`config.mk`:
```
export PLATFORM = sky130hd
export DESIGN_NAME = stepper_meter_pwm_driver
export DESIGN_NICKNAME = d
export VERILOG_FILES = /design/src/inc/meter_pwm_pkg.sv /design/src/logic/stepper_meter_pwm_driver.sv
export SDC_FILE = /design/constraint.sdc
export NUM_CORES = 1
export LEC_CHECK = 0
export ABC_AREA = 1
export BUFFER_PORTS_ARGS = -buffer_cell sky130_fd_sc_hd__buf_2
export CAP_MARGIN = 20
export CORE_ASPECT_RATIO = 1.4
export CORE_UTILIZATION = 55
export CTS_CLUSTER_SIZE = 25
export DETAILED_ROUTE_END_ITERATION = 8
export PLACE_DENSITY = 0.74
export SYNTH_ARGS = -nofsm -noshare
export SYNTH_HDL_FRONTEND = slang
export SYNTH_SLANG_ARGS = --single-unit
```
`constraint.sdc`:
```
create_clock -name ref_clk_i -period 4 [get_ports ref_clk_i]
set_input_delay 0.8 -clock ref_clk_i [delete_from_list [all_inputs] [get_ports ref_clk_i]]
set_output_delay 0.8 -clock ref_clk_i [all_outputs]
set_load 0.05 [all_outputs]
```
`src/inc/meter_pwm_pkg.sv`:
```
// Constants shared by the stepper-meter PWM driver
package meter_pwm_pkg;
    localparam int ADDR_W = 8;
    localparam int DATA_W = 32;
    localparam int METERS = 6;
    localparam int METERS_A = 4;
    localparam int PINS = 24;
    localparam int OUTS_A = 8;
    localparam int OUTS_B = 4;
    // Register byte offsets
    localparam logic [7:0] TIMER_MODE_CTRL_A_OFS = 8'h00;
    localparam logic [7:0] TIMER_MODE_CTRL_B_OFS = 8'h04;
    localparam logic [7:0] COUNTER_VALUE_OFS = 8'h08;
    localparam logic [7:0] PORT_CTRL_OFS = 8'h0c;
    localparam logic [7:0] PORT_DATA_OFS = 8'h10;
    localparam int METER_BASE_OFS = 32;
    localparam int METER_STRIDE = 8;
    localparam int METER_CTRL_OFS = 0;
    localparam int METER_CMP_OFS = 4;
    // Timer mode control fields
    localparam int COUNT_ENABLE_BIT = 0;
    localparam int COUNT_CLOCK_SELECT_LSB = 1;
    localparam int COUNT_CLOCK_SELECT_W = 3;
    // Counter value fields
    localparam int COUNTER_A_LSB = 0;
    localparam int COUNTER_B_LSB = 8;
    // Port control fields
    localparam int PORT_OUTPUT_SELECT_BIT = 0;
    // Meter channel control fields
    localparam int QUADRANT_LOW_BIT = 0;
    localparam int QUADRANT_HIGH_BIT = 1;
    localparam int SINE_ADD_ENABLE_BIT = 2;
    localparam int COSINE_ADD_ENABLE_BIT = 3;
    localparam int TRANSFER_ENABLE_BIT = 4;
    // Compare fields
    localparam int SINE_COMPARE_LSB = 0;
    localparam int COSINE_COMPARE_LSB = 8;
    // Counter terminal value and values after reset
    localparam logic [7:0] COUNTER_TOP = 8'hff;
    localparam logic [7:0] COUNTER_RESET = 8'h00;
    localparam logic [3:0] TIMER_MODE_RESET = 4'h0;
    localparam logic [4:0] METER_CTRL_RESET = 5'h00;
endpackage

```
`src/logic/stepper_meter_pwm_driver.sv`:
```
// Stepper-meter PWM driver: two timebases, six meters, full-bridge routing
// Functional notes
// - Each counter advances on the count clock picked by its own clock-select field.
// - Both counters clear to zero on system reset.
// - A counter counts only while its count-enable bit is set and holds otherwise.
// - On overflow with the transfer flag set, master compare data is copied to the slave latch.
// - The transfer flag clears in the same cycle as that copy.
// - With addition on, the falling edge alternates between N and N+1 each period.
// - Sine and cosine each take the addition only when their own add bit is 1.
// - With addition off, the falling edge is always at count N+1.
// - Meter 1 to 4 outputs are staggered one count clock of timebase A apart.
// - Meter 5 and 6 outputs are staggered one count clock of timebase B apart.
// - The quadrant field routes PWM to the plus or minus pins; the idle pin of a pair is 0.
// - With port-output select set, all meter pins are plain port pins.
// - Compare data writes are blocked while the transfer flag is 1.
`timescale 1ns/10ps
module stepper_meter_pwm_driver (
    input wire logic ref_clk_i,
    input wire logic rst_i,
    input wire logic [meter_pwm_pkg::ADDR_W-1:0] addr_i,
    input wire logic [meter_pwm_pkg::DATA_W-1:0] wdata_i,
    input wire logic wr_en_i,
    input wire logic rd_en_i,
    output logic [meter_pwm_pkg::DATA_W-1:0] rdata_o,
    output logic [meter_pwm_pkg::PINS-1:0] meter_pins_o
);
    import meter_pwm_pkg::*;

    // Package sizes must match the pin, tap and register layout
    if (PINS != 4 * METERS) begin : g_pins_chk
        $error("four pins per meter expected");
    end
    if (OUTS_A != 2 * METERS_A) begin : g_taps_a_chk
        $error("timebase A tap count does not match its meters");
    end
    if (OUTS_B != 2 * (METERS - METERS_A)) begin : g_taps_b_chk
        $error("timebase B tap count does not match its meters");
    end
    if (METERS_A < 1 || METERS_A >= METERS) begin : g_split_chk
        $error("both timebases need at least one meter");
    end
    if (COUNT_CLOCK_SELECT_W != 3) begin : g_sel_chk
        $error("clock select must be three bits wide");
    end
    if (ADDR_W != 8 || DATA_W < PINS || DATA_W != 32) begin : g_bus_chk
        $error("register bus must be 8 address and 32 data bits");
    end

    typedef struct packed {
        logic [7:0] presc;
        logic [1:0][3:0] timer_mode;
        logic [1:0][7:0] counter;
        logic [1:0] odd_period;
        logic [METERS-1:0][1:0] quadrant;
        logic [METERS-1:0] transfer_enable_flag;
        logic [METERS-1:0][1:0] add_master;
        logic [METERS-1:0][1:0] add_slave;
        logic [METERS-1:0][1:0][7:0] cmp_master;
        logic [METERS-1:0][1:0][7:0] cmp_slave;
        logic port_output_select;
        logic [PINS-1:0] port_data;
        logic [OUTS_A-1:0][OUTS_A-1:0] hist_a;
        logic [OUTS_B-1:0][OUTS_B-1:0] hist_b;
        logic [PINS-1:0] pins;
        logic [DATA_W-1:0] rdata;
    } state_s;

    state_s s_reg;
    state_s s_next;
    logic [1:0] tick;
    logic [1:0] run;
    logic [1:0] ovf;
    logic [OUTS_A-1:0] raw_a;
    logic [OUTS_B-1:0] raw_b;
    logic [METERS*2-1:0] delayed;

    function automatic logic count_tick(input logic [7:0] presc, input logic [2:0] sel);
        logic [8:0] wide;
        logic [7:0] mask;
        wide = (9'h001 << sel) - 9'h001;
        mask = wide[7:0];
        return (presc & mask) == mask;
    endfunction

    // High from counter zero up to the compare point
    function automatic logic pwm_level(input logic [7:0] cnt, input logic [7:0] cmp,
                                       input logic add, input logic odd);
        if (add && odd) begin
            return cnt < cmp;
        end
        return cnt <= cmp;
    endfunction

    function automatic logic [7:0] meter_addr(input int m, input int ofs);
        return 8'(METER_BASE_OFS + m * METER_STRIDE + ofs);
    endfunction

    always_comb begin
        int tb;
        int j;
        logic sin_neg;
        logic cos_neg;
        logic [3:0] quad_pins;
        s_next = s_reg;
        tb = 0;
        j = 0;
        sin_neg = 1'b0;
        cos_neg = 1'b0;
        quad_pins = 4'h0;
        raw_a = '0;
        raw_b = '0;
        delayed = '0;
        s_next.presc = s_reg.presc + 8'h01;
        for (int i = 0; i < 2; i++) begin
            tick[i] = count_tick(s_reg.presc,
                s_reg.timer_mode[i][COUNT_CLOCK_SELECT_LSB +: COUNT_CLOCK_SELECT_W]);
            run[i] = tick[i] && s_reg.timer_mode[i][COUNT_ENABLE_BIT];
            ovf[i] = run[i] && (s_reg.counter[i] == COUNTER_TOP);
            if (run[i]) begin
                s_next.counter[i] = s_reg.counter[i] + 8'h01;
            end
            if (ovf[i]) begin
                s_next.odd_period[i] = ~s_reg.odd_period[i];
            end
        end
        for (int m = 0; m < METERS; m++) begin
            tb = (m < METERS_A) ? 0 : 1;
            if (ovf[tb] && s_reg.transfer_enable_flag[m]) begin
                s_next.cmp_slave[m] = s_reg.cmp_master[m];
                s_next.add_slave[m] = s_reg.add_master[m];
                s_next.transfer_enable_flag[m] = 1'b0;
            end
            for (int c = 0; c < 2; c++) begin
                j = (m < METERS_A) ? 2 * m + c : 2 * (m - METERS_A) + c;
                // Each channel uses its own add bit
                if (m < METERS_A) begin
                    raw_a[j] = pwm_level(s_reg.counter[tb], s_reg.cmp_slave[m][c],
                                         s_reg.add_slave[m][c], s_reg.odd_period[tb]);
                    delayed[2 * m + c] = s_reg.hist_a[j][j];
                end else begin
                    raw_b[j] = pwm_level(s_reg.counter[tb], s_reg.cmp_slave[m][c],
                                         s_reg.add_slave[m][c], s_reg.odd_period[tb]);
                    delayed[2 * m + c] = s_reg.hist_b[j][j];
                end
            end
        end
        // Stagger taps; output k waits k+1 count clocks
        if (tick[0]) begin
            s_next.hist_a[0] = raw_a;
            for (int k = 1; k < OUTS_A; k++) begin
                s_next.hist_a[k] = s_reg.hist_a[k-1];
            end
        end
        if (tick[1]) begin
            s_next.hist_b[0] = raw_b;
            for (int k = 1; k < OUTS_B; k++) begin
                s_next.hist_b[k] = s_reg.hist_b[k-1];
            end
        end
        // Pin order per meter: sine plus, sine minus, cosine plus, cosine minus
        for (int m = 0; m < METERS; m++) begin
            sin_neg = s_reg.quadrant[m][QUADRANT_HIGH_BIT];
            cos_neg = s_reg.quadrant[m][QUADRANT_HIGH_BIT] ^ s_reg.quadrant[m][QUADRANT_LOW_BIT];
            quad_pins[0] = delayed[2 * m] && !sin_neg;
            quad_pins[1] = delayed[2 * m] && sin_neg;
            quad_pins[2] = delayed[2 * m + 1] && !cos_neg;
            quad_pins[3] = delayed[2 * m + 1] && cos_neg;
            s_next.pins[4 * m +: 4] = quad_pins;
        end
        if (s_reg.port_output_select) begin
            s_next.pins = s_reg.port_data;
        end
        if (wr_en_i) begin
            case (addr_i)
                TIMER_MODE_CTRL_A_OFS: s_next.timer_mode[0] = wdata_i[3:0];
                TIMER_MODE_CTRL_B_OFS: s_next.timer_mode[1] = wdata_i[3:0];
                PORT_CTRL_OFS: s_next.port_output_select = wdata_i[PORT_OUTPUT_SELECT_BIT];
                PORT_DATA_OFS: s_next.port_data = wdata_i[PINS-1:0];
                default: begin
                end
            endcase
            for (int m = 0; m < METERS; m++) begin
                // Locked while a transfer is pending
                if (!s_reg.transfer_enable_flag[m]) begin
                    if (addr_i == meter_addr(m, METER_CTRL_OFS)) begin
                        s_next.quadrant[m] = wdata_i[QUADRANT_HIGH_BIT:QUADRANT_LOW_BIT];
                        s_next.add_master[m][0] = wdata_i[SINE_ADD_ENABLE_BIT];
                        s_next.add_master[m][1] = wdata_i[COSINE_ADD_ENABLE_BIT];
                        s_next.transfer_enable_flag[m] = wdata_i[TRANSFER_ENABLE_BIT];
                    end
                    if (addr_i == meter_addr(m, METER_CMP_OFS)) begin
                        s_next.cmp_master[m][0] = wdata_i[SINE_COMPARE_LSB +: 8];
                        s_next.cmp_master[m][1] = wdata_i[COSINE_COMPARE_LSB +: 8];
                    end
                end
            end
        end
        s_next.rdata = '0;
        if (rd_en_i) begin
            case (addr_i)
                TIMER_MODE_CTRL_A_OFS: s_next.rdata = {28'h0000000, s_reg.timer_mode[0]};
                TIMER_MODE_CTRL_B_OFS: s_next.rdata = {28'h0000000, s_reg.timer_mode[1]};
                COUNTER_VALUE_OFS: s_next.rdata = {16'h0000, s_reg.counter[1], s_reg.counter[0]};
                PORT_CTRL_OFS: s_next.rdata = {31'h00000000, s_reg.port_output_select};
                PORT_DATA_OFS: s_next.rdata = {8'h00, s_reg.port_data};
                default: begin
                end
            endcase
            for (int m = 0; m < METERS; m++) begin
                if (addr_i == meter_addr(m, METER_CTRL_OFS)) begin
                    s_next.rdata = {27'h0000000, s_reg.transfer_enable_flag[m],
                                    s_reg.add_master[m][1], s_reg.add_master[m][0],
                                    s_reg.quadrant[m]};
                end
                if (addr_i == meter_addr(m, METER_CMP_OFS)) begin
                    s_next.rdata = {16'h0000, s_reg.cmp_master[m][1], s_reg.cmp_master[m][0]};
                end
            end
        end
    end

    always_ff @(posedge ref_clk_i) begin
        if (rst_i) begin
            s_reg <= '0;
            s_reg.counter <= {COUNTER_RESET, COUNTER_RESET};
            s_reg.timer_mode <= {TIMER_MODE_RESET, TIMER_MODE_RESET};
        end else begin
            s_reg <= s_next;
        end
    end

    assign rdata_o = s_reg.rdata;
    assign meter_pins_o = s_reg.pins;
endmodule

```
Word level (Yosys, flattened, before mapping). Index checks and enable logic that the tools add are counted.

Flip-flop bits (word level): 421. Bits of input ports: 44. Output and inout bits: 56. Logic and storage cells: 293.

Add/subtract/negate cells: 5. Order comparisons: 24. Eq/ne operators: 20. Shift operators: 2. Mux-type cells: 81. Bitwise gates (word level): 17. Reductions and logical operators: 77.

Operators with widths (count): 2-to-1 mux 16 bit (12); case mux 24 bit (5 select lines) (1); less-or-equal comparator 8 bit (12); less-than comparator 8 bit (12); equality test 8 x 6 -> 1 bit, second input constant (8); 2-to-1 mux 1 bit (54); logical AND 1 bit (46); AND reduction 3 bit (12); equality test 8 x 7 -> 1 bit, second input constant (4); adder 8 x 1 -> 8 bit, second input constant (3); 2-to-1 mux 2 bit (12); 2-to-1 mux 24 bit (1); 2-to-1 mux 18 bit (1); bitwise AND 8 bit (2); equality test 8 x 4 -> 1 bit, second input constant (2); equality test 8 bit (2); equality test 8 bit, second input constant (2); << shifter 1 x 3 -> 8 bit, first input constant (2); subtractor 8 x 1 -> 8 bit, second input constant (2); OR reduction 14 bit (1); zero test 1 bit (12); inverter 1 bit (9); equality test 8 x 3 -> 1 bit, second input constant (1); equality test 8 x 5 -> 1 bit, second input constant (1); other kinds (4) (12).

Longest topological paths before layout.
Word-level depth: 14. Gate-level depth with buffers: 18. Mapped depth without buffers: 17.

Worst setup path before layout. OpenSTA, ideal clock, no wires.

Path type: input port to flip-flop. Start point: input addr_i[7] (netlist bit). End point: register s_reg[148] (netlist bit). Library setup time: 128 ps. Arrival: 2164 ps. Data required time: 3872 ps. Setup slack: 1707 ps. Stages: 9. Buffers on the path: 1. Path through: inv_1 nand2_1 nor2_1 nand2_1 nor2_1 inv_1 clkbuf_1 o21ai_0 a21oi_1.

Longest elaborated chain between the ends: 2.

RTL lines: start: declaration (line stepper_meter_pwm_driver.sv:20) `input wire logic [meter_pwm_pkg::ADDR_W-1:0] addr_i,`; equality test 8 x 5 -> 1 bit (line stepper_meter_pwm_driver.sv:174) `case (addr_i)`; AND reduction 2 bit (no line); end signal: assignment (line stepper_meter_pwm_driver.sv:228) `s_reg <= s_next;`; end: declaration (line stepper_meter_pwm_driver.sv:68) `state_s s_reg;`.

Every way passes these cells. A chain may end at the register's enable or synchronous reset.

Final worst setup path.
Start point: register s_reg[420] (netlist bit). End point: register s_reg[361] (netlist bit).

Longest elaborated chain between the ends: 7.

RTL lines: << shifter 1 x 3 -> 8 bit * (line stepper_meter_pwm_driver.sv:80) `wide = (9'h001 << sel) - 9'h001;`; subtractor 8 x 1 -> 8 bit * (line stepper_meter_pwm_driver.sv:80); bitwise AND 8 bit (line stepper_meter_pwm_driver.sv:82) `return (presc & mask) == mask;`; equality test 8 bit * (line stepper_meter_pwm_driver.sv:82); logical AND 1 bit * (line stepper_meter_pwm_driver.sv:117) `run[i] = tick[i] && s_reg.timer_mode[i][COUNT_ENABLE_BIT];`; logical AND 1 bit * (line stepper_meter_pwm_driver.sv:118) `ovf[i] = run[i] && (s_reg.counter[i] == COUNTER_TOP);`; logical AND 1 bit * (line stepper_meter_pwm_driver.sv:128) `if (ovf[tb] && s_reg.transfer_enable_flag[m]) begin`.

Mark *: on every way between the ends. The rest lies on a longest branch, timed or not.

==> out/results.env <==
INSTANCES_NO_FILL=2853
CLOCKROOTBUFFER='sky130_fd_sc_hd__clkbuf_16'
CAP_VIOL_MAX_COUNT=0
GRT_ANTENNA_BEFORE_REPAIR=2
REGTOREGENDPOINT='s_reg[361]$_SDFFE_PP0P_'
WORST_SLEW_MARGIN_REL_PCT=25.42
WIRELENGTH_MM=53.02
POWER.NET_SWITCHING_mW=1.804
TIMING.FINAL.HOLD_VIOLATIONS=0
WL_MET3_MM=3.319
WORST_HOLD_PATH.NUM_CELLS=2
REG2REG_SETUP_SLACK_NS=0.97
VIA_COUNT=15982
AREA_OVERHEAD_VS_SYNTH_PCT=9.450
NUMBER_OF_SYNTHESIZED_FLOPS_WITH_AN_ENABLE_PIN=0
PRE_ANTENNA_DRT_ITERS=6
CRIT-REG2REG-LAUNCH='s_reg[420]$_SDFFE_PP0P_'
ROUTEDWLPERCELL_MICRONS=18.58
DP_WORST_SETUP_SLACK_NS=0.5604
POST_ROUTE_CELLS_DRIVE_ABOVE_1_SHARE_PCT=9.950
CTS-RESIZED-GATES=0
COREAREA_SQ_MM=0.03230
CRITPATHMAXFANOUT=36
FINALSETUPTNS_NS=0
DESIGN_AREA_SQ_MM=0.01969
NUM_IO_PINS=100
ROW_COUNT=78
MAXIMUM_NUMBER_OF_PINS_ON_ONE_NET_BEFORE_GLOBAL_ROUTE_REPAIR=129
SORT_OF_ELEMENT_AT_THE_START_OF_THE_CRITICAL_PATH='flip-flop'
DETAIL_PLACEMENT_HPWL_MM=38.67
DIE-WIDTH_MICRONS=154.9
SEQUENTIAL_TO_TOTAL_AREA_SHARE_FROM_YOSYS_STAT_PCT=42.95
SYNTH_XOR_AREA_SHARE_PCT=0.3407
TIMING_WORST_SETUP_PATH_TYPE='flip-flop to flip-flop'
SYNTH-WARNING-COUNT=0
GRT_PASS1_WL_MM=83.17
MAXCLOCKFREQUENCY_MHz=329.6
PERIOD_MINUS_WS_FINAL_NS=3.034
CLKTRANSATPATHREGS_NS=0.06
MET1WIRELENGTH_MM=20.74
TRANSITION_AT_THE_PIN_WITH_THE_SMALLEST_MAX_TRANSITION_SLACK_NS=1.119
DR_WL_MET2_MM=24.96
WORST-ENDPOINT-ARRIVAL_NS=3.44
ORIGIN_OF_THE_WORST_MIN_DELAY_PATH='s_reg[363]$_SDFFE_PP0P_'
HOLDPATHEND='s_reg[363]$_SDFFE_PP0P_'
POST_ROUTE_CORE_UTILIZATION_PCT=60.97
CP-END-KIND='flip-flop'
DRV_SLEW=0
YOSYSTOPAREACELL='sky130_fd_sc_hd__dfxtp_1'
POST-CTS-SETUP-BUFFER-COUNT=0
SYNTH_CELLS=2381
SYNTH-SIMPLE-AREA-SHARE_PCT=17.45
SYNTH_TOP_FLOP_CELL='sky130_fd_sc_hd__dfxtp_1'
ROUTE.DETAILED.VIAS_PER_INST=5.602
POSTSYNTHAREAPERCELL_SQ_UM=7.557
CLOCK_SINKS=386
SYNTH_AREA_SQ_MM=0.01799
NETS=2529
IO_BUFFERS=83
SYNTH_TOP_CELLS_BY_AREA='sky130_fd_sc_hd__dfxtp_1 (43%), sky130_fd_sc_hd__a21oi_1 (9.0%), sky130_fd_sc_hd__nand2_1 (7.9%), sky130_fd_sc_hd__ha_1 (7.0%), sky130_fd_sc_hd__o21ai_0 (6.8%)'
CLOCK_TREE_FROM_TRITONCTS='built'
DIE-AREA_SQ_MM=0.03345
GRT_OVERFLOW=0
YOSYSUNIQUECELLTYPES=54
COMBINATIONAL_FAMILY_WITH_THE_MOST_AREA_AFTER_SYNTHESIS='compound AO/OA/AOI/OAI gates'
TOP_SIGNAL_LAYER_USED='met5'
ADDER_AND_MAJORITY_CELL_FRACTION_OF_THE_SYNTHESIZED_AREA_PCT=7.023
IR_DROP_V=0.0002844
LAYOUT_WORST_PATH_CYCLE_SHARE_PCT=75.84
DRT_ITER0_DRCS=1376
POSTLAYOUTSETUPSLACKWORST_NS=0.9662
PLACEMENT.CELL_AREA_SQ_MM=0.01836
WORSTSKEWPAIRLATENCY_NS=0.56
INTERNAL_mW=6.192
COUNT_OF_FILL_CELLS_ADDED_DURING_FILLER_INSERTION=2920
FIRST_GLOBAL_VIAS=15376
GROUTE.USAGE.OVERALL_PCT=32.13
GRT_SETUP_UNREPAIRED='no'
P_SEQ_SHARE_PCT=48.9
POST-ROUTE-DRC-COUNT=0
CLOCK_SKEW_NS=0.02409
STATIC_LEAKAGE_nW=7.682
YS_FF_LATCH=386
POWER_PER_CELL_AREA_mW_PER_MM2=406.0
SYNTH_COMPOUND_GATE_AREA_SHARE_PCT=20.98
POSTROUTEANTENNANETS=0
INITIAL_UTILIZATION_PCT=55.70
FP.DIEH_MICRONS=216.0
PWR-SHARE-CLK_PCT=47.1
HOLD_BUFFERS=0
SYNTH.MUX.AREA_FRACTION_PCT=0
REPORT.POWER.TOTAL_mW=7.997
PLACE.DETAILED.INSTANCES=2783
FINAL-SETUP-VIOL-COUNT=0
OUTCOME='completed'
SYNTH_LARGEST_TYPE_AREA_FRACTION_PCT=42.95
H-TREE-DEPTH=2
MIN-DELAY-PATH-CLASS='flip-flop to flip-flop'
REQ_TIME_CRIT_PATH_NS=4.41
GP_CONGESTION=0.9885
RR_WORST_DEPTH=13
COMB_POWER_SHARE_PCT=4.0
CLOCK_TREE.BUFFER_DEPTH=3
FIN_HOLD_WS_NS=0.4546
SWITCHING_SHARE_PCT=22.56
ASYNCSETRESETFLOPFRACSYNTH_PCT=0
LARGEST_REG_FLOPS=326
NUMBER_OF_BUFFERS_CREATED_BY_CTS=38
worst max path at each step:
stage | to | slack [ns] | depth (start not counted) | from
final | s_reg[361]$_SDFFE_PP0P_ | 0.97 | 13 | s_reg[420]$_SDFFE_PP0P_
after global routing | s_reg[230]$_SDFFE_PP0P_ | 0.73 | 13 | s_reg[419]$_SDFFE_PP0P_
after CTS | s_reg[361]$_SDFFE_PP0P_ | 1.02 | 13 | s_reg[420]$_SDFFE_PP0P_
after detailed placement | s_reg[145]$_SDFFE_PP0P_ | 0.56 | 10 | addr_i[1]
after global placement | s_reg[148]$_SDFFE_PP0P_ | 0.64 | 10 | addr_i[1]
after floorplan | s_reg[148]$_SDFFE_PP0P_ | 1.71 | 9 | addr_i[7]
cells in the mapped netlist (all sizes together), types with 5 or more instances:
cell    instances
clkinv          5
o21bai          5
nor3           25
o22ai          24
nand2         404
o21ai         246
nor2          198
xnor2           6
a211oi         16
a31oi          15
nand3b          6
ha            101
inv           302
o211ai         13
a21oi         345
a221oi          7
clkbuf         86
dfxtp         386
buf            71
nand3          70
nand4          17
o221ai          6
power groups by stage:
stage	clock network, mW	logic [mW]	registers [mW]
5_1_grt	3.96	0.345	3.92
6_report	3.76	0.320	3.91
3_5_place_dp	0	0.310	4.00
2_1_floorplan	0	0.210	3.99
3_3_place_gp	0	0.305	4.00
4_1_cts	3.80	0.312	3.91
cell type report:
class / instances / area, sq um / share of cell area, %
Timing Repair Buffer: 113 / 663.1 / 3.367
Inverter: 307 / 1175 / 5.966
Antenna cell: 1 / 2.502 / 0.01271
Clock inverter: 13 / 211.5 / 1.074
Tap cell: 440 / 550.5 / 2.795
Multi-Input combinational cell: 1538 / 8269 / 41.99
Clock buffer: 55 / 1095 / 5.559
Sequential cell: 386 / 7727 / 39.24
routing by layer:
metal	up-vias	track usage [%]
met5	-	0
met4	2	22.18
met3	171	4.157
met2	580	53.69
met1	7409	38.19
li1	7820	-
cell families after synthesis:
group	count (synthesis)
adders and majority gates	101
AOI/OAI and AO/OA	692
other	1
and+or+nand+nor	730
DFF	386
xor gates and xnor gates	7
buffers and inverters	464
cells in the final DEF, fill, tap and decap left out, types with 4 or more instances in the layout:
cell type / count
sky130_fd_sc_hd__ha_1: 101
sky130_fd_sc_hd__o21ai_0: 244
sky130_fd_sc_hd__buf_4: 30
sky130_fd_sc_hd__inv_2: 5
sky130_fd_sc_hd__a31oi_1: 15
sky130_fd_sc_hd__clkbuf_16: 38
sky130_fd_sc_hd__o221ai_1: 6
sky130_fd_sc_hd__nor2_1: 193
sky130_fd_sc_hd__conb_1: 8
sky130_fd_sc_hd__nor3_1: 23
sky130_fd_sc_hd__nand3b_1: 6
sky130_fd_sc_hd__clkinv_2: 4
sky130_fd_sc_hd__inv_1: 295
sky130_fd_sc_hd__bufinv_16: 5
sky130_fd_sc_hd__nand2_1: 378
sky130_fd_sc_hd__xnor2_1: 6
sky130_fd_sc_hd__clkbuf_8: 8
sky130_fd_sc_hd__o21bai_1: 5
sky130_fd_sc_hd__a21oi_2: 20
sky130_fd_sc_hd__nand2_2: 22
sky130_fd_sc_hd__buf_2: 82
sky130_fd_sc_hd__nand4_1: 17
sky130_fd_sc_hd__a221oi_1: 7
sky130_fd_sc_hd__dfxtp_1: 386
sky130_fd_sc_hd__clkbuf_1: 9
sky130_fd_sc_hd__a21oi_1: 325
sky130_fd_sc_hd__o41ai_1: 4
sky130_fd_sc_hd__nand3_1: 67
sky130_fd_sc_hd__a211oi_1: 16
sky130_fd_sc_hd__o22ai_1: 24
sky130_fd_sc_hd__o211ai_1: 13
worst max-delay path: stages, from the launching register on:
cell	delay [ns]
sky130_fd_sc_hd__dfxtp_1	0.35
sky130_fd_sc_hd__inv_1	0.18
sky130_fd_sc_hd__nand3_1	0.14
sky130_fd_sc_hd__ha_1	0.23
sky130_fd_sc_hd__o21ai_1	0.11
sky130_fd_sc_hd__o21ai_0	0.10
sky130_fd_sc_hd__o21ai_0	0.10
sky130_fd_sc_hd__nor2_1	0.06
sky130_fd_sc_hd__nor2_1	0.11
sky130_fd_sc_hd__nand2_2	0.21
sky130_fd_sc_hd__nor2_4	0.27
sky130_fd_sc_hd__nand3_2	0.54
sky130_fd_sc_hd__o21ai_0	0.41
sky130_fd_sc_hd__a21oi_1	0.07
Note: power is estimated with default switching activity, not from simulation.
